[config.mk]
export PLATFORM = sky130hd
export DESIGN_NAME = rsx_exec
export DESIGN_NICKNAME = d
export VERILOG_FILES = /design/src/core/rsx_pkg.sv /design/src/core/rsx_exec.sv
export VERILOG_INCLUDE_DIRS = /design/src /design/src/core
export SDC_FILE = /design/constraint.sdc
export NUM_CORES = 1
export LEC_CHECK = 0
export BUFFER_PORTS_ARGS = -buffer_cell sky130_fd_sc_hd__buf_4
export CELL_PAD_IN_SITES_DETAIL_PLACEMENT = 1
export CELL_PAD_IN_SITES_GLOBAL_PLACEMENT = 1
export CORE_ASPECT_RATIO = 0.75
export CORE_UTILIZATION = 45
export CTS_BUF_LIST = sky130_fd_sc_hd__clkbuf_8
export DETAILED_ROUTE_END_ITERATION = 6
export PLACE_DENSITY_LB_ADDON = 0.05
export SLEW_MARGIN = 30
export SYNTH_ARGS = -nofsm -noshare
export SYNTH_HDL_FRONTEND = slang
export SYNTH_SLANG_ARGS = --single-unit
[constraint.sdc]
create_clock -name mclk -period 13.4 [get_ports mclk]
set_clock_uncertainty 0.15 [all_clocks]
set_input_delay 0 -clock mclk [delete_from_list [all_inputs] [get_ports mclk]]
set_output_delay 0 -clock mclk [all_outputs]
set_load 0.05 [all_outputs]
[src/core/rsx_consts.svh]
// rsx_consts.svh: opcodes, addresses, flag positions and reset values
// of the return/subtract execution slice; included by the package users.
// assumes one processor clock, one bus cycle per clock.
//
// Functional notes
// - return: bump stack pointer, then load upper program counter byte from it
// - bump stack pointer again, then load lower program counter byte from it
// - return is opcode 39, five reads: OP, OP+1, SP, SP+1, SP+2
// - opcode 10, two reads: accumulator A minus B into accumulator A
// - accumulator-to-accumulator subtract leaves accumulator B untouched
// - both subtracts: carry flag means borrow
// - both subtracts: negative flag copies result bit 7
// - both subtracts: zero flag set when the whole result is zero
// - A minus B: overflow on signed overflow from bits 7
// - A minus B: carry set when B exceeds A unsigned
// - with-borrow: accumulator minus memory minus old carry into accumulator
// - with-borrow: carry set when operand plus old carry exceeds accumulator
// - with-borrow opcodes: 82 92 B2 A2 18A2; C2 D2 F2 E2 18E2
// - with-borrow cycles 2/3/4/4/5, direct at 00dd, FFFF dummy before index
`ifndef RSX_CONSTS_SVH
`define RSX_CONSTS_SVH

// opcodes
`define RSX_OP_RET      8'h39
`define RSX_OP_SBA      8'h10
`define RSX_OP_PFX_Y    8'h18
`define RSX_OP_SBC_IMM  8'h82
`define RSX_OP_SBC_DIR  8'h92
`define RSX_OP_SBC_EXT  8'hb2
`define RSX_OP_SBC_IDX  8'ha2
`define RSX_OP_ACC_B    6
// bus addresses
`define RSX_DUMMY_ADDR  16'hffff
`define RSX_ZERO_PAGE   8'h00
// flag positions in the condition code register
`define RSX_FLG_C       0
`define RSX_FLG_V       1
`define RSX_FLG_Z       2
`define RSX_FLG_N       3
`define RSX_KEEP_HI     7
`define RSX_KEEP_LO     4
// reset values
`define RSX_PC_RST      16'h0000
`define RSX_SP_RST      16'h00ff
`define RSX_CCR_RST     8'hd0
`define RSX_ACC_RST     8'h00

`endif

[src/core/rsx_pkg.sv]
// rsx_pkg.sv: state and addressing-mode types of the execution slice.
// assumes rsx_consts.svh is included by the users.
package rsx_pkg;

	typedef enum logic [3:0] {
		ST_OP, ST_PFX, ST_INH, ST_ARG, ST_ARG2, ST_DUMMY, ST_MEM, ST_STK, ST_RH, ST_RL
	} rsx_state_type;

	typedef enum logic [2:0] {
		MD_NONE, MD_RET, MD_SBA, MD_IMM, MD_DIR, MD_EXT, MD_IDX
	} rsx_mode_type;

endpackage

[src/core/rsx_exec.sv]
// rsx_exec.sv: bus sequencing and arithmetic for subroutine return and
// the two subtracts of an 8-bit core.
// assumes memory answers rdData in the same cycle that busAddr is shown,
// and that all inputs come from logic on mclk.
`timescale 1ns/1ps
`include "rsx_consts.svh"

module rsx_exec
	import rsx_pkg::*;
(
	input  wire logic        mclk,
	input  wire logic        arst_n,
	input  wire logic [7:0]  rdData,
	input  wire logic [15:0] idxX,
	input  wire logic [15:0] idxY,
	input  wire logic        ldEn,
	input  wire logic [7:0]  ldAccA,
	input  wire logic [7:0]  ldAccB,
	input  wire logic [15:0] ldSp,
	input  wire logic [15:0] ldPc,
	input  wire logic [7:0]  ldCcr,
	output logic      [15:0] busAddr,
	output logic             busRw,
	output logic      [7:0]  accumulatorA,
	output logic      [7:0]  accumulatorB,
	output logic      [7:0]  conditionCodeRegister,
	output logic      [15:0] progCounter,
	output logic      [15:0] stackPtr,
	output logic             instrDone
);

	// ----------------------------------------------------------------
	// helpers
	// ----------------------------------------------------------------

	// opcode to addressing mode; prefixed opcodes only allow indexed
	function automatic rsx_mode_type rsx_decode(input logic [7:0] op, input logic pfx);
		logic [7:0] base;
		base = op & 8'hbf;
		rsx_decode = MD_NONE;
		if (pfx) begin
			if (base == `RSX_OP_SBC_IDX)
				rsx_decode = MD_IDX;
		end else if (op == `RSX_OP_RET) begin
			rsx_decode = MD_RET;
		end else if (op == `RSX_OP_SBA) begin
			rsx_decode = MD_SBA;
		end else if (base == `RSX_OP_SBC_IMM) begin
			rsx_decode = MD_IMM;
		end else if (base == `RSX_OP_SBC_DIR) begin
			rsx_decode = MD_DIR;
		end else if (base == `RSX_OP_SBC_EXT) begin
			rsx_decode = MD_EXT;
		end else if (base == `RSX_OP_SBC_IDX) begin
			rsx_decode = MD_IDX;
		end
	endfunction

	// bit-7 borrow and overflow; returns {carry, overflow, result}
	function automatic logic [9:0] rsx_sub(input logic [7:0] a, input logic [7:0] m,
		input logic cin);
		logic [7:0] r;
		logic       c;
		logic       v;
		r = a - m - {7'h00, cin};
		c = (~a[7] & m[7]) | (m[7] & r[7]) | (r[7] & ~a[7]);
		v = (a[7] & ~m[7] & ~r[7]) | (~a[7] & m[7] & r[7]);
		rsx_sub = {c, v, r};
	endfunction

	// ----------------------------------------------------------------
	// state
	// ----------------------------------------------------------------

	rsx_state_type state_r, state_nxt;
	rsx_mode_type  mode_r, mode_nxt;
	logic [7:0]    opc_r, opc_nxt;
	logic          useY_r, useY_nxt;
	logic [7:0]    tmp_r, tmp_nxt;
	logic [15:0]   ea_r, ea_nxt;
	logic [15:0]   pc_r, pc_nxt;
	logic [15:0]   sp_r, sp_nxt;
	logic [7:0]    accumulator_a_r, accumulator_a_nxt;
	logic [7:0]    accumulator_b_r, accumulator_b_nxt;
	logic [7:0]    ccr_r, ccr_nxt;
	logic [15:0]   addr_r, addr_nxt;
	logic          rw_r, rw_nxt;
	logic          done_r, done_nxt;

	logic          isSba;
	logic          selB;
	logic          exec;
	logic [7:0]    minu;
	logic [7:0]    subt;
	logic          cin;
	logic [9:0]    subOut;

	// ----------------------------------------------------------------
	// arithmetic operand selection
	// ----------------------------------------------------------------

	// the subtract datapath is shared; inherent form forces cin low
	always_comb begin
		isSba  = (mode_r == MD_SBA);
		selB   = opc_r[`RSX_OP_ACC_B] && !isSba;
		exec   = (state_r == ST_INH && isSba) || (state_r == ST_ARG && mode_r == MD_IMM)
			|| (state_r == ST_MEM);
		minu   = selB ? accumulator_b_r : accumulator_a_r;
		subt   = isSba ? accumulator_b_r : rdData;
		cin    = isSba ? 1'b0 : ccr_r[`RSX_FLG_C];
		subOut = rsx_sub(minu, subt, cin);
	end

	// ----------------------------------------------------------------
	// sequencer
	// ----------------------------------------------------------------

	// one state per bus cycle; the address of the next cycle follows state_nxt
	always_comb begin
		state_nxt = state_r;
		mode_nxt  = mode_r;
		opc_nxt   = opc_r;
		useY_nxt  = useY_r;
		tmp_nxt   = tmp_r;
		ea_nxt    = ea_r;
		pc_nxt    = pc_r;
		sp_nxt    = sp_r;
		accumulator_a_nxt  = accumulator_a_r;
		accumulator_b_nxt  = accumulator_b_r;
		ccr_nxt   = ccr_r;
		done_nxt  = 1'b0;
		rw_nxt    = 1'b1;
		case (state_r)
			ST_OP: begin
				pc_nxt  = pc_r + 16'h0001;
				opc_nxt = rdData;
				if (rdData == `RSX_OP_PFX_Y) begin
					useY_nxt  = 1'b1;
					state_nxt = ST_PFX;
				end else begin
					useY_nxt  = 1'b0;
					mode_nxt  = rsx_decode(rdData, 1'b0);
					if (mode_nxt == MD_RET || mode_nxt == MD_SBA || mode_nxt == MD_NONE)
						state_nxt = ST_INH;
					else
						state_nxt = ST_ARG;
				end
			end
			ST_PFX: begin
				pc_nxt    = pc_r + 16'h0001;
				opc_nxt   = rdData;
				mode_nxt  = rsx_decode(rdData, 1'b1);
				// unknown prefixed opcodes are dropped
				state_nxt = (mode_nxt == MD_IDX) ? ST_ARG : ST_OP;
			end
			ST_INH: begin
				// dummy read at OP+1; the program counter does not move
				if (mode_r == MD_RET)
					state_nxt = ST_STK;
				else
					state_nxt = ST_OP;
				if (isSba)
					done_nxt = 1'b1;
			end
			ST_ARG: begin
				pc_nxt  = pc_r + 16'h0001;
				tmp_nxt = rdData;
				case (mode_r)
					MD_IMM: begin
						state_nxt = ST_OP;
						done_nxt  = 1'b1;
					end
					MD_DIR: begin
						ea_nxt    = {`RSX_ZERO_PAGE, rdData};
						state_nxt = ST_MEM;
					end
					MD_EXT:  state_nxt = ST_ARG2;
					default: state_nxt = ST_DUMMY;
				endcase
			end
			ST_ARG2: begin
				pc_nxt    = pc_r + 16'h0001;
				ea_nxt    = {tmp_r, rdData};
				state_nxt = ST_MEM;
			end
			ST_DUMMY: begin
				// index sum formed during the dummy cycle
				ea_nxt    = (useY_r ? idxY : idxX) + {8'h00, tmp_r};
				state_nxt = ST_MEM;
			end
			ST_MEM: begin
				state_nxt = ST_OP;
				done_nxt  = 1'b1;
			end
			ST_STK: begin
				sp_nxt    = sp_r + 16'h0001;
				state_nxt = ST_RH;
			end
			ST_RH: begin
				tmp_nxt   = rdData;
				sp_nxt    = sp_r + 16'h0001;
				state_nxt = ST_RL;
			end
			ST_RL: begin
				pc_nxt    = {tmp_r, rdData};
				state_nxt = ST_OP;
				done_nxt  = 1'b1;
			end
			default: state_nxt = ST_OP;
		endcase

		// upper flags are never written, return never reaches here
		if (exec) begin
			if (selB)
				accumulator_b_nxt = subOut[7:0];
			else
				accumulator_a_nxt = subOut[7:0];
			// borrow into carry, from the result
			ccr_nxt[`RSX_FLG_C] = subOut[9];
			ccr_nxt[`RSX_FLG_V] = subOut[8];
			ccr_nxt[`RSX_FLG_N] = subOut[7];
			ccr_nxt[`RSX_FLG_Z] = (subOut[7:0] == 8'h00);
		end

		// preload restarts the sequencer at a fresh opcode fetch
		if (ldEn) begin
			state_nxt = ST_OP;
			pc_nxt    = ldPc;
			sp_nxt    = ldSp;
			accumulator_a_nxt  = ldAccA;
			accumulator_b_nxt  = ldAccB;
			ccr_nxt   = ldCcr;
			done_nxt  = 1'b0;
		end

		// addresses per cycle, dummy at FFFF
		case (state_nxt)
			ST_DUMMY:              addr_nxt = `RSX_DUMMY_ADDR;
			ST_MEM:                addr_nxt = ea_nxt;
			ST_STK, ST_RH, ST_RL:  addr_nxt = sp_nxt;
			default:               addr_nxt = pc_nxt;
		endcase
	end

	// register stage only
	always_ff @(posedge mclk or negedge arst_n) begin
		if (!arst_n) begin
			state_r <= ST_OP;
			mode_r  <= MD_NONE;
			opc_r   <= 8'h00;
			useY_r  <= 1'b0;
			tmp_r   <= 8'h00;
			ea_r    <= 16'h0000;
			pc_r    <= `RSX_PC_RST;
			sp_r    <= `RSX_SP_RST;
			accumulator_a_r  <= `RSX_ACC_RST;
			accumulator_b_r  <= `RSX_ACC_RST;
			ccr_r   <= `RSX_CCR_RST;
			addr_r  <= `RSX_PC_RST;
			rw_r    <= 1'b1;
			done_r  <= 1'b0;
		end else begin
			state_r <= state_nxt;
			mode_r  <= mode_nxt;
			opc_r   <= opc_nxt;
			useY_r  <= useY_nxt;
			tmp_r   <= tmp_nxt;
			ea_r    <= ea_nxt;
			pc_r    <= pc_nxt;
			sp_r    <= sp_nxt;
			accumulator_a_r  <= accumulator_a_nxt;
			accumulator_b_r  <= accumulator_b_nxt;
			ccr_r   <= ccr_nxt;
			addr_r  <= addr_nxt;
			rw_r    <= rw_nxt;
			done_r  <= done_nxt;
		end
	end

	// outputs straight from flops
	assign busAddr               = addr_r;
	assign busRw                 = rw_r;
	assign accumulatorA          = accumulator_a_r;
	assign accumulatorB          = accumulator_b_r;
	assign conditionCodeRegister = ccr_r;
	assign progCounter           = pc_r;
	assign stackPtr              = sp_r;
	assign instrDone             = done_r;
endmodule

After elaboration in Yosys (flattened, before gate mapping) --
Cells that the tools add are included.
Word-level totals: register bits 112, bits of input ports 99, word-level logic and storage cells 128
Cells by class: $add $sub $neg 5, eq/ne operators 31, mux-type cells 42, bitwise gates (word level) 12, reductions and logical operators 24
Operators with widths (count):
- $pmux 16 s3 | 2
- $mux 16 | 5
- $mux 8 | 8
- $mux 3 | 11
- $add 16x1->16 const B | 2
- $pmux 16 s2 | 1
- $eq 4x3->1 const B | 7
- $eq 7x7->1 const B | 4
- $pmux 4 s7 | 1
- $add 16x8->16 | 1
- $eq 4x4->1 const B | 4
- $eq 8x5->1 const B | 2
- $mux 4 | 3
- $reduce_or 2->1 | 5
- $eq 3x2->1 const B | 3
- $eq 3x3->1 const B | 3
- $pmux 3 s3 | 1
- $eq 4x2->1 const B | 2
- $eq 8x6->1 const B | 1
- $logic_not 8->1 | 1
- $sub 8x1->8 | 1
- $sub 8x8->8 | 1
- $and 1x1->1 | 6
- $eq 3x1->1 const B | 2
- 17 further kinds | 37

Logic depth before layout (Yosys ltp) --
Gate-level depths: netlist of run 1.
word-level depth 19, depth in mapped cells 16, depth with buffers taken out 13

Worst setup path before layout of run 1 --
No wires, ideal clock.
path type reg2reg, start point register mode_r[0], end point register ccr_r[2] (netlist: conditionCodeRegister[2]), setup time 0.087 ns, arrival 4.126 ns, required time 13.163 ns, path slack 9.038 ns, cell stages (with the launch flop) 15, path buffers 2, path through dfrtp_1 -> nor3b_2 -> buf_2 -> nand2b_1 -> buf_2 -> mux2_2 -> fa_1 -> fa_1 -> nand2b_1 -> a21oi_2 -> xnor2_1 -> or4_1 -> or4_1 -> or4_1 -> o211ai_1
On the way: cells in the longest elaborated chain, start to end 9, elaborated cells on any way between the ends 17, those cells by class 2 x add/sub; 2 x eq/ne; 5 x mux; 8 x reduce/logical
RTL lines:
- from (decl) | line rsx_exec.sv:76 | rsx_mode_type mode_r, mode_nxt;
- from (signal assigned) | line rsx_exec.sv:264 | mode_r <= mode_nxt;
- $eq 3x2->1 | line rsx_exec.sv:104 | isSba = (mode_r == MD_SBA);
- $logic_not 1->1 | line rsx_exec.sv:105 | selB = opc_r[`RSX_OP_ACC_B] && !isSba;
- $logic_and 1x1->1 | line rsx_exec.sv:105
- $mux 8 | line rsx_exec.sv:108 | minu = selB ? accumulator_b_r : accumulator_a_r;
- $sub 8x8->8 | line rsx_exec.sv:65 | r = a - m - {7'h00, cin};
- $sub 8x1->8 | line rsx_exec.sv:65
- $logic_not 8->1 | line rsx_exec.sv:222 | ccr_nxt[`RSX_FLG_Z] = (subOut[7:0] == 8'h00);
- $mux 4 | line rsx_exec.sv:213 | if (exec) begin
- $mux 4 | line rsx_exec.sv:226 | if (ldEn) begin
- to (signal assigned) | line rsx_exec.sv:258 | ccr_r <= `RSX_CCR_RST;
- to (signal assigned) | line rsx_exec.sv:273 | ccr_r <= ccr_nxt;
- to (decl) | line rsx_exec.sv:85 | logic [7:0] ccr_r, ccr_nxt;
Parallel ways exist; a longest one is shown, timed or not. The select of a mux whose other input is x is not followed. A chain may end at the register's enable or synchronous reset.

Worst setup path after layout of run 1 --
start point register mode_r[1], end point register ccr_r[2] (netlist: conditionCodeRegister[2])
The elaborated chain is that of the path after synthesis.

==> results of run 1 <==
-- worst paths after layout --
path	startpoint	endpoint	slack (ns)
max in group asynchronous	arst_n	stackPtr[15]	11.85
worst max-delay path	mode_r[1]	conditionCodeRegister[2]	7.58
worst min register to register	ea_r[1]	ea_r[1]	0.39
min in group mclk	idxX[0]	ea_r[0]	0.10
worst min-delay path	arst_n	accumulatorB[4]	0.02
worst max register to register	mode_r[1]	conditionCodeRegister[2]	7.58
-- layout by cell type (no fill, tap or decap), types with 4 or more instances in the layout --
| master | instances |
|---|---|
| a21o_1 | 4 |
| xnor2_1 | 21 |
| xor2_1 | 17 |
| and2_1 | 11 |
| nand3_1 | 18 |
| nor3b_1 | 6 |
| a21oi_1 | 36 |
| or3_1 | 4 |
| nor2_1 | 48 |
| nor4_1 | 6 |
| mux2_2 | 33 |
| nor3_1 | 12 |
| o21ai_0 | 60 |
| a31oi_1 | 11 |
| mux2i_1 | 33 |
| nor2b_1 | 6 |
| nand2b_1 | 9 |
| a222oi_1 | 9 |
| o21ai_1 | 4 |
| a221oi_1 | 12 |
| and4_1 | 4 |
| nand3b_1 | 4 |
| o21a_1 | 5 |
| inv_1 | 26 |
| a211oi_1 | 5 |
| dfrtp_1 | 94 |
| o31ai_1 | 4 |
| nand4_1 | 6 |
| o211ai_1 | 8 |
| dlygate4sd3_1 | 106 |
| nand2_1 | 74 |
| buf_4 | 173 |
| dfstp_2 | 11 |
| a22oi_1 | 10 |
| a2bb2oi_1 | 7 |
| o311ai_0 | 4 |
| clkbuf_8 | 9 |
| ha_1 | 22 |
-- per-stage QoR --
step,power [mW],cells,setup WS (ns),hold WS (ns),cell area [µm²]
floorplan,1.26,746,9.04,-0.446,7050
global placement,1.56,1084,8.34,-0.0736,8400
detailed placement,1.60,1084,8.12,-0.0643,8400
CTS,1.90,1206,7.52,0.0449,9700
global route,2.03,1206,7.35,0.0740,9730
finish,1.94,1207,7.58,0.0169,9730
-- cell families (layout without fill, tap and decap cells) --
kind of cell / Yosys count / count (layout) / synth area share (%)
buffers and inverters: 65 / 320 / 4.17
multiplexers: 66 / 66 / 9.96
other: 1 / 2 / 0.0532
flip-flops: 106 / 106 / 37.8
AO/OA/AOI/OAI: 208 / 208 / 20.4
XOR/XNOR: 38 / 38 / 4.72
AND/OR/NAND/NOR: 237 / 237 / 18.1
adder cells (fa/ha/maj): 25 / 25 / 4.76
-- metal layers --
metal / part of all wire [%] / GRT usage (%)
met2: 46 / 57.1
met3: 7.4 / 7.41
met5: 0 / 0
met1: 45 / 49.4
met4: 1.7 / 8.11
-- cells in the mapped netlist (3+ instances only) --
cell type and number:
a211oi_1 5, a21o_1 4, a21oi_1 36, a21oi_2 3, a221oi_1 12, a222oi_1 9, a22oi_1 10, a2bb2oi_1 7
a31oi_1 11, a32oi_1 3, and2_1 11, and4_1 4, buf_2 13, buf_4 3, buf_6 3, clkbuf_1 19
dfrtp_1 95, dfstp_2 11, fa_1 3, ha_1 22, inv_1 25, mux2_2 33, mux2i_1 33, nand2_1 74
nand2b_1 9, nand3_1 18, nand3b_1 4, nand4_1 6, nor2_1 48, nor2b_1 7, nor3_1 12, nor3b_1 6
nor4_1 6, o2111ai_1 3, o211ai_1 8, o21a_1 5, o21ai_0 60, o21ai_1 4, o311ai_0 4, o31ai_1 4
or3_1 4, or4_1 3, xnor2_1 21, xor2_1 17
-- layout make-up --
cell class	count	area [µm²]
diodes	1	2.50
well taps	205	256
repair buffers	279	2360
flip-flops and latches	106	2670
clock inverters	7	111
inverters	25	93.8
clock buffers	9	124
multi-input cells	575	4110
fillers	1724	5550
-- state kept, by name (all words and copies together), names as in the netlist --
name,cells
conditionCodeRegister,8
progCounter,16
mode_r,3
ea_r,16
opc_r,1
stackPtr,16
tmp_r,8
instrDone,1
accumulatorB,8
useY_r,1
accumulatorA,8
state_r,4
busAddr,16
-- power groups by stage --
stage          registers [mW]  logic [mW]  clock network (mW)
2_1_floorplan           0.651       0.605                   0
6_report                0.540        1.16               0.240
3_5_place_dp            0.537        1.07                   0
5_1_grt                 0.550        1.23               0.252
4_1_cts                 0.535        1.12               0.243
3_3_place_gp            0.532        1.03                   0
-- worst max-delay path, delay by kind of cell, from the launching register on --
kind,cells,cell delay [ns]
and+or+nand+nor,6,2.80
adders and majority gates,2,0.89
buffers and inverters,1,0.56
DFF,1,0.49
muxes,1,0.42
AOI/OAI and AO/OA,2,0.31
xor gates and xnor gates,1,0.15
-- timing repair --
action                    in CTS  in global routing
resized for setup              0                  0
hold endpoints to repair     147                  0
hold buffers                 106                  0
setup buffers                  0                  0
==> impl_metrics.toml, run 1 <==
[worst_setup_path]
crit_path_start_kind = "register"
cpMostUsedCell = "or4_1"
reg2regPathDepth = 13
cp_max_fo = 12
crit_chain = "nor3b_4 > nand2b_1 > mux2_2 > fa_1 > fa_1 > nand2b_1 > a21oi_2 > xnor2_1 > or4_1 > or4_1 > or4_1 > o211ai_1 > dlygate4sd3_1"
critPathRequiredTime_ns = 13.60
crit_slowest_cell = "nor3b_4"
crit_type = "register to register"
cp.arrival_ns = 6.02
slowest_delay_ns = 0.62
end_kind = "register"

[clock_tree]
cts_tree = "yes"
cts_sinks = 106
cts.clk_slew.worst_paths_ns = 0.13
cts_max_path_buffers = 2
cts_root_buffer = "clkbuf_8"
cts_buffers = 9
htree_levels = 3
clk_latency_ns = 0.40

[power_and_ir_drop]
swShare_pct = 50.4
p_clk_share_pct = 12.4
peakVddDrop_v = 0.000136
p_leak_nw = 4.17
p_sw_mw = 0.976
comb_power_share_pct = 59.7
p_per_area_nw_per_um2 = 199
p_seq_share_pct = 27.9
internal-power_mw = 0.960

[sta]
fmax_mhz = 172
setup_tns_ns = 0
slew_viol_final = 0
hold_viol_final = 0
rsz0062_at_grt = "no"
final.min_clock_period_ns = 5.82
setup_viol = 0
max_slew_margin_pct = 37.6
finalCritPeriodShare_pct = 43.4
tightest_slew_ns = 0.928

[floorplan]
die_h_um = 110
core_area_um2 = 15300
ioPinCount = 173
initial_utilization_pct = 46.2
fp.dieW_um = 147
rows = 39
dieArea_um2 = 16200

[route]
wl_um = 28000
drtPass1Iterations = 5
wl_per_cell_um = 23.2
drtIter0Drc = 574
viasPerCell = 6.03
vias = 7283
antenna_left = 0
drc = 0

[logic_synthesis]
synth_edf_count = 0
yosysSeqAreaShare_pct = 37.8
synth-warning-count = 0
synthArstFlopShare_pct = 100
synth.area.top_cells = "dfrtp_1, mux2_2, mux2i_1"
syn_inst = 746
synth_area_per_cell_um2 = 9.45
synth_top_area_share_pct = 33.7
netlist_area_um2 = 7050
synth_top_cell_by_area = "dfrtp_1"
ys_ff_latch = 106
synth_top_flop_cell = "dfrtp_1"
synth_nets = 870
yosysUniqueCellTypes = 80

[layout]
final_layout_size_suffix_gt1_share_pct = 26.0
syn2layout_area_growth_pct = 38.0
post-route-util_pct = 63.7
layout.nets = 1120

[global_route]
grt_pass1_vias = 7494
grt_max_degree = 60
grt_usage_pct = 35.5
gr-total-overflow = 0
antenna_found_initial = 1
grt_pass1_wl_um = 43200

[placed_design]
routabilityCongestion = 0.906
port_buffers = 171
dp_hpwl_um = 19100

[job]
maxCapViolCount = 0

[hold_path]
min_path_type = "primary input to asynchronous set/reset pin"

[run_status]
outcome = "finished, final reports clean"
(Power assumes the default switching activity.)
==> run 2: changes to the inputs <==
--- a/config.mk
+++ b/config.mk
@@ -10,7 +10,7 @@
 export CELL_PAD_IN_SITES_DETAIL_PLACEMENT = 1
 export CELL_PAD_IN_SITES_GLOBAL_PLACEMENT = 1
 export CORE_ASPECT_RATIO = 0.75
-export CORE_UTILIZATION = 45
+export CORE_UTILIZATION = 38
 export CTS_BUF_LIST = sky130_fd_sc_hd__clkbuf_8
 export DETAILED_ROUTE_END_ITERATION = 6
 export PLACE_DENSITY_LB_ADDON = 0.05
==> constraint.sdc (replaced) <==
create_clock -name mclk -period 4.93 [get_ports mclk]
set_clock_uncertainty 0.15 [all_clocks]
set_input_delay 0 -clock mclk [delete_from_list [all_inputs] [get_ports mclk]]
set_output_delay 0 -clock mclk [all_outputs]
set_load 0.05 [all_outputs]
==> impl_metrics.toml, run 2 (synthesis results as in run 1) <==
[sta]
tightest_slew_ns = 0.915
hold_viol_final = 0
rsz0062_at_grt = "no"
finalCritPeriodShare_pct = 91.6
final.min_clock_period_ns = 4.52
whs_ns = 0.0293
fmax_mhz = 221
setup_viol = 0
worst_slack_ns = 0.413
slew_viol_final = 0
setup_tns_ns = 0
max_slew_margin_pct = 38.4

[floorplan]
initial_utilization_pct = 39.3
die_h_um = 120
rows = 42
fp.dieW_um = 159
dieArea_um2 = 19100
ioPinCount = 173
core_area_um2 = 17900

[worst_setup_path]
crit_type = "register to register"
end_kind = "register"
cp.arrival_ns = 4.71
critPathRequiredTime_ns = 5.12
crit_path_start_kind = "register"
cp_max_fo = 11

[placed_design]
pre_cts_slack_ns = 0.649
routabilityCongestion = 0.961
port_buffers = 171
place_inst = 1125
dpl-instance-area_um2 = 8480
dp_hpwl_um = 19300

[route]
wl_per_cell_um = 22.1
viasPerCell = 5.71
vias = 7127
wl_um = 27600
drtIter0Drc = 556
drc = 0
antenna_left = 0
drtPass1Iterations = 5

[power_and_ir_drop]
total_power_mw = 5.21
p_per_area_nw_per_um2 = 531
p_leak_nw = 4.20
peakVddDrop_v = 0.000291

[layout]
antenna_cells = 0
post-route-util_pct = 54.8
final_cells = 1249
register_area_um2 = 2670
layout.nets = 1126
layout_commonest_cell = "buf_4"
final_cell_mix = "buf_4, dlygate4sd3_1, dfrtp_1"
syn2layout_area_growth_pct = 39.2
final_layout_size_suffix_gt1_share_pct = 26.2
multi_input_area_um2 = 4100
fillers = 2099
fin_area_um2 = 9820

[clock_tree]
cts_tree = "yes"
cts_sinks = 106
cts_setup_buffers = 0
cts_root_buffer = "clkbuf_8"
clk_latency_ns = 0.40
cts_max_path_buffers = 2
htree_levels = 3
cts.clk_slew.worst_paths_ns = 0.11
cts_buffers = 9

[global_route]
grt_pass1_vias = 7535
gr-total-overflow = 0
grt_max_degree = 64
grt_pass1_wl_um = 43200
grt_usage_pct = 29.4
antenna_found_initial = 0

[job]
maxCapViolCount = 0

[run_status]
outcome = "finished, final reports clean"

[hold_path]
min_path_type = "primary input to register"
run 2: path summary, 6_finish.rpt:
kind | from | end | slack, ns | depth (start not counted)
worst min-delay path | idxY[13] | ea_r[13] | 0.03 | 5
max in group asynchronous | arst_n | ea_r[11] | 3.01 | 5
worst max register to register | mode_r[0] | accumulatorB[7] | 0.41 | 13
min in group asynchronous | arst_n | accumulatorA[1] | 0.40 | 3
worst max-delay path | mode_r[0] | accumulatorB[7] | 0.41 | 13
worst min register to register | conditionCodeRegister[5] | conditionCodeRegister[5] | 0.38 | 1
run 2: what timing repair did:
item	CTS	global route
hold buffers	106	1
resized for setup	0	0
hold endpoints to repair	156	17
run 2: metal layers:
layer  global-route usage [%]  part of all wire [%]
met2                     46.8                    46
met1                     41.2                    46
met5                        0                     0
met4                     6.07                   1.3
met3                     6.08                   6.2
run 2: worst max-delay path, cell delays in order, from the launching register on:
cell and delay (ns):
dfrtp_1 0.48, nor3b_2 0.29, buf_4 0.26, mux2_2 0.36, ha_1 0.29, inv_1 0.05, ha_1 0.36, and3_1 0.21
a211oi_1 0.09, or3_1 0.51, xnor2_1 0.50, mux2i_1 0.15, o21ai_0 0.18, dlygate4sd3_1 0.57
run 2: power by group:
group          switching, mW  internal [mW]  total, mW
clock network          0.339          0.303      0.642
registers              0.291           1.12       1.41
logic                   1.97           1.18       3.15
total                   2.60           2.61       5.21
run 2: final cells by class:
| cell class | instances | share of cell area, % |
|---|---|---|
| Sequential cell | 106 | 27.2 |
| Multi-Input combinational cell | 575 | 41.7 |
| Clock inverter | 6 | 0.931 |
| Tap cell | 242 | 3.08 |
| Inverter | 25 | 0.956 |
| Timing Repair Buffer | 285 | 24.7 |
| Clock buffer | 10 | 1.40 |
==> run 3: changes to the inputs <==
--- a/config.mk
+++ b/config.mk
@@ -10,7 +10,7 @@
 export CELL_PAD_IN_SITES_DETAIL_PLACEMENT = 1
 export CELL_PAD_IN_SITES_GLOBAL_PLACEMENT = 1
 export CORE_ASPECT_RATIO = 0.75
-export CORE_UTILIZATION = 38
+export CORE_UTILIZATION = 45
 export CTS_BUF_LIST = sky130_fd_sc_hd__clkbuf_8
 export DETAILED_ROUTE_END_ITERATION = 6
 export PLACE_DENSITY_LB_ADDON = 0.05
==> constraint.sdc (replaced) <==
create_clock -name mclk -period 5.37 [get_ports mclk]
set_clock_uncertainty 0.15 [all_clocks]
set_input_delay 0 -clock mclk [delete_from_list [all_inputs] [get_ports mclk]]
set_output_delay 0 -clock mclk [all_outputs]
set_load 0.05 [all_outputs]
==> impl_metrics.toml, run 3 (synthesis results as in run 1) <==
[run_status]
outcome = "finished, final reports clean"

[clock_tree]
cts_buffers = 9
cts_tree = "yes"
cts_root_buffer = "clkbuf_8"
htree_levels = 3
cts_max_path_buffers = 2
cts_setup_buffers = 0
clk_latency_ns = 0.41
cts.clk_slew.worst_paths_ns = 0.12
cts_sinks = 106

[power_and_ir_drop]
p_sw_mw = 2.40
total_power_mw = 4.75
p_leak_nw = 4.06
internal-power_mw = 2.35
p_per_area_nw_per_um2 = 506
swShare_pct = 50.5
p_clk_share_pct = 12.6
peakVddDrop_v = 0.000375
p_seq_share_pct = 28.3
comb_power_share_pct = 59.2

[route]
route.met3.wl_um = 2190
drc = 0
wl_per_cell_um = 23.5
antenna_left = 0
viasPerCell = 6.09
drtIter0Drc = 646
wl_met2_um = 12600
wl_um = 27700
met1_length_um = 12400
drtPass1Iterations = 6
vias = 7155
maxUsedRoutingLayer = "met4"

[worst_setup_path]
crit_path_start_kind = "register"
critPathRequiredTime_ns = 5.56
slowest_delay_ns = 0.56
cp_max_fo = 9
end_kind = "register"
cp.arrival_ns = 4.91
crit_slowest_cell = "nand2b_1"
crit_chain = "nor3b_2 > nand2b_1 > mux2_2 > fa_1 > fa_1 > nand2b_1 > a21oi_2 > xnor2_1 > or4_1 > or4_1 > or4_1 > o211ai_1"
crit_type = "register to register"
cp.buffers_inverters = 0
cpMostUsedCell = "or4_1"
cp_top_family = "simple AND/OR/NAND/NOR gates"

[floorplan]
rows = 39
die_h_um = 110
dieArea_um2 = 16200
core_area_um2 = 15300
initial_utilization_pct = 46.2
ioPinCount = 173
fp.dieW_um = 147

[sta]
setup_tns_ns = 0
finalCritPeriodShare_pct = 88.0
hold_viol_final = 0
tightest_slew_ns = 0.903
rsz0062_at_grt = "no"
setup_viol = 0
worst_slack_ns = 0.644
max_slew_margin_pct = 39.8
fmax_mhz = 212
final.min_clock_period_ns = 4.73
slew_viol_final = 0
whs_ns = 0.0176

[layout]
antenna_cells = 0
syn2layout_area_growth_pct = 33.3
multi_input_area_um2 = 4100
final_cell_mix = "buf_4, dfrtp_1, nand2_1, dlygate4sd3_1, o21ai_0"
final_layout_size_suffix_gt1_share_pct = 26.9
layout_commonest_cell = "buf_4"
final_cells = 1175
post-route-util_pct = 61.5
fin_area_um2 = 9390
register_area_um2 = 2670
layout.nets = 1089
fillers = 1755

[global_route]
antenna_found_initial = 0
grt_max_degree = 92
grt_pass1_wl_um = 42200
gr-total-overflow = 0
grt_pass1_vias = 7310
grt_usage_pct = 34.8

[placed_design]
pre_cts_slack_ns = 0.746
routabilityCongestion = 0.900
dpl-instance-area_um2 = 8410
place_inst = 1085
dp_hpwl_um = 19100
port_buffers = 171

[hold_path]
min_path_type = "primary input to asynchronous set/reset pin"

[job]
maxCapViolCount = 0
-- run 3: cell types whose count changed in the layout (fill, tap and decap cells not counted), sizes merged --
cell | before | now
clkbuf | 10 | 9
clkinvlp | 1 | 0
inv | 27 | 29
dlygate4sd3 | 107 | 74
buf | 178 | 174
-- run 3: what timing repair did --
item	in CTS	in global routing
hold buffers	74	0
hold endpoints to repair	143	0
resized for setup	0	0
-- run 3: area by class of cell --
type,instances,share of cell area (%)
multi-input cells,575,43.6
flip-flops and latches,106,28.4
repair buffers,248,21.8
well taps,205,2.73
clock buffers,9,1.32
clock inverters,7,1.16
inverters,25,0.999
-- run 3: worst register-to-register path, stage by stage, from the launching register on --
cell and delay, ns:
dfrtp_1 0.49, nor3b_2 0.22, nand2b_1 0.56, mux2_2 0.42
fa_1 0.43, fa_1 0.44, nand2b_1 0.18, a21oi_2 0.18
xnor2_1 0.14, or4_1 0.51, or4_1 0.42, or4_1 0.42
o211ai_1 0.10
-- run 3: per-layer routing --
metal | vias up | track usage (%)
li1 | 3187 | -
met3 | 33 | 6.46
met2 | 312 | 54.6
met1 | 3623 | 49.4
met5 | - | 0
met4 | 0 | 9.30
-- run 3: path summary, 6_finish.rpt --
path                            from                       end  slack, ns  depth (start not counted)
max                        mode_r[1]  conditionCodeRegister[2]       0.64                         12
min                           arst_n           accumulatorB[1]       0.02                          2
max reg2reg                mode_r[1]  conditionCodeRegister[2]       0.64                         12
min reg2reg                 ea_r[12]                  ea_r[12]       0.38                          2
max in group asynchronous     arst_n                    useY_r       3.80                          3
min in group mclk           idxY[13]                  ea_r[13]       0.02                          5
-- run 3: power by group through the flow --
stage,clock (mW),sequential [mW],combinational (mW)
2_1_floorplan,0,1.62,1.51
3_3_place_gp,0,1.33,2.60
3_5_place_dp,0,1.34,2.67
4_1_cts,0.603,1.33,2.75
5_1_grt,0.631,1.36,3.01
6_report,0.597,1.34,2.81
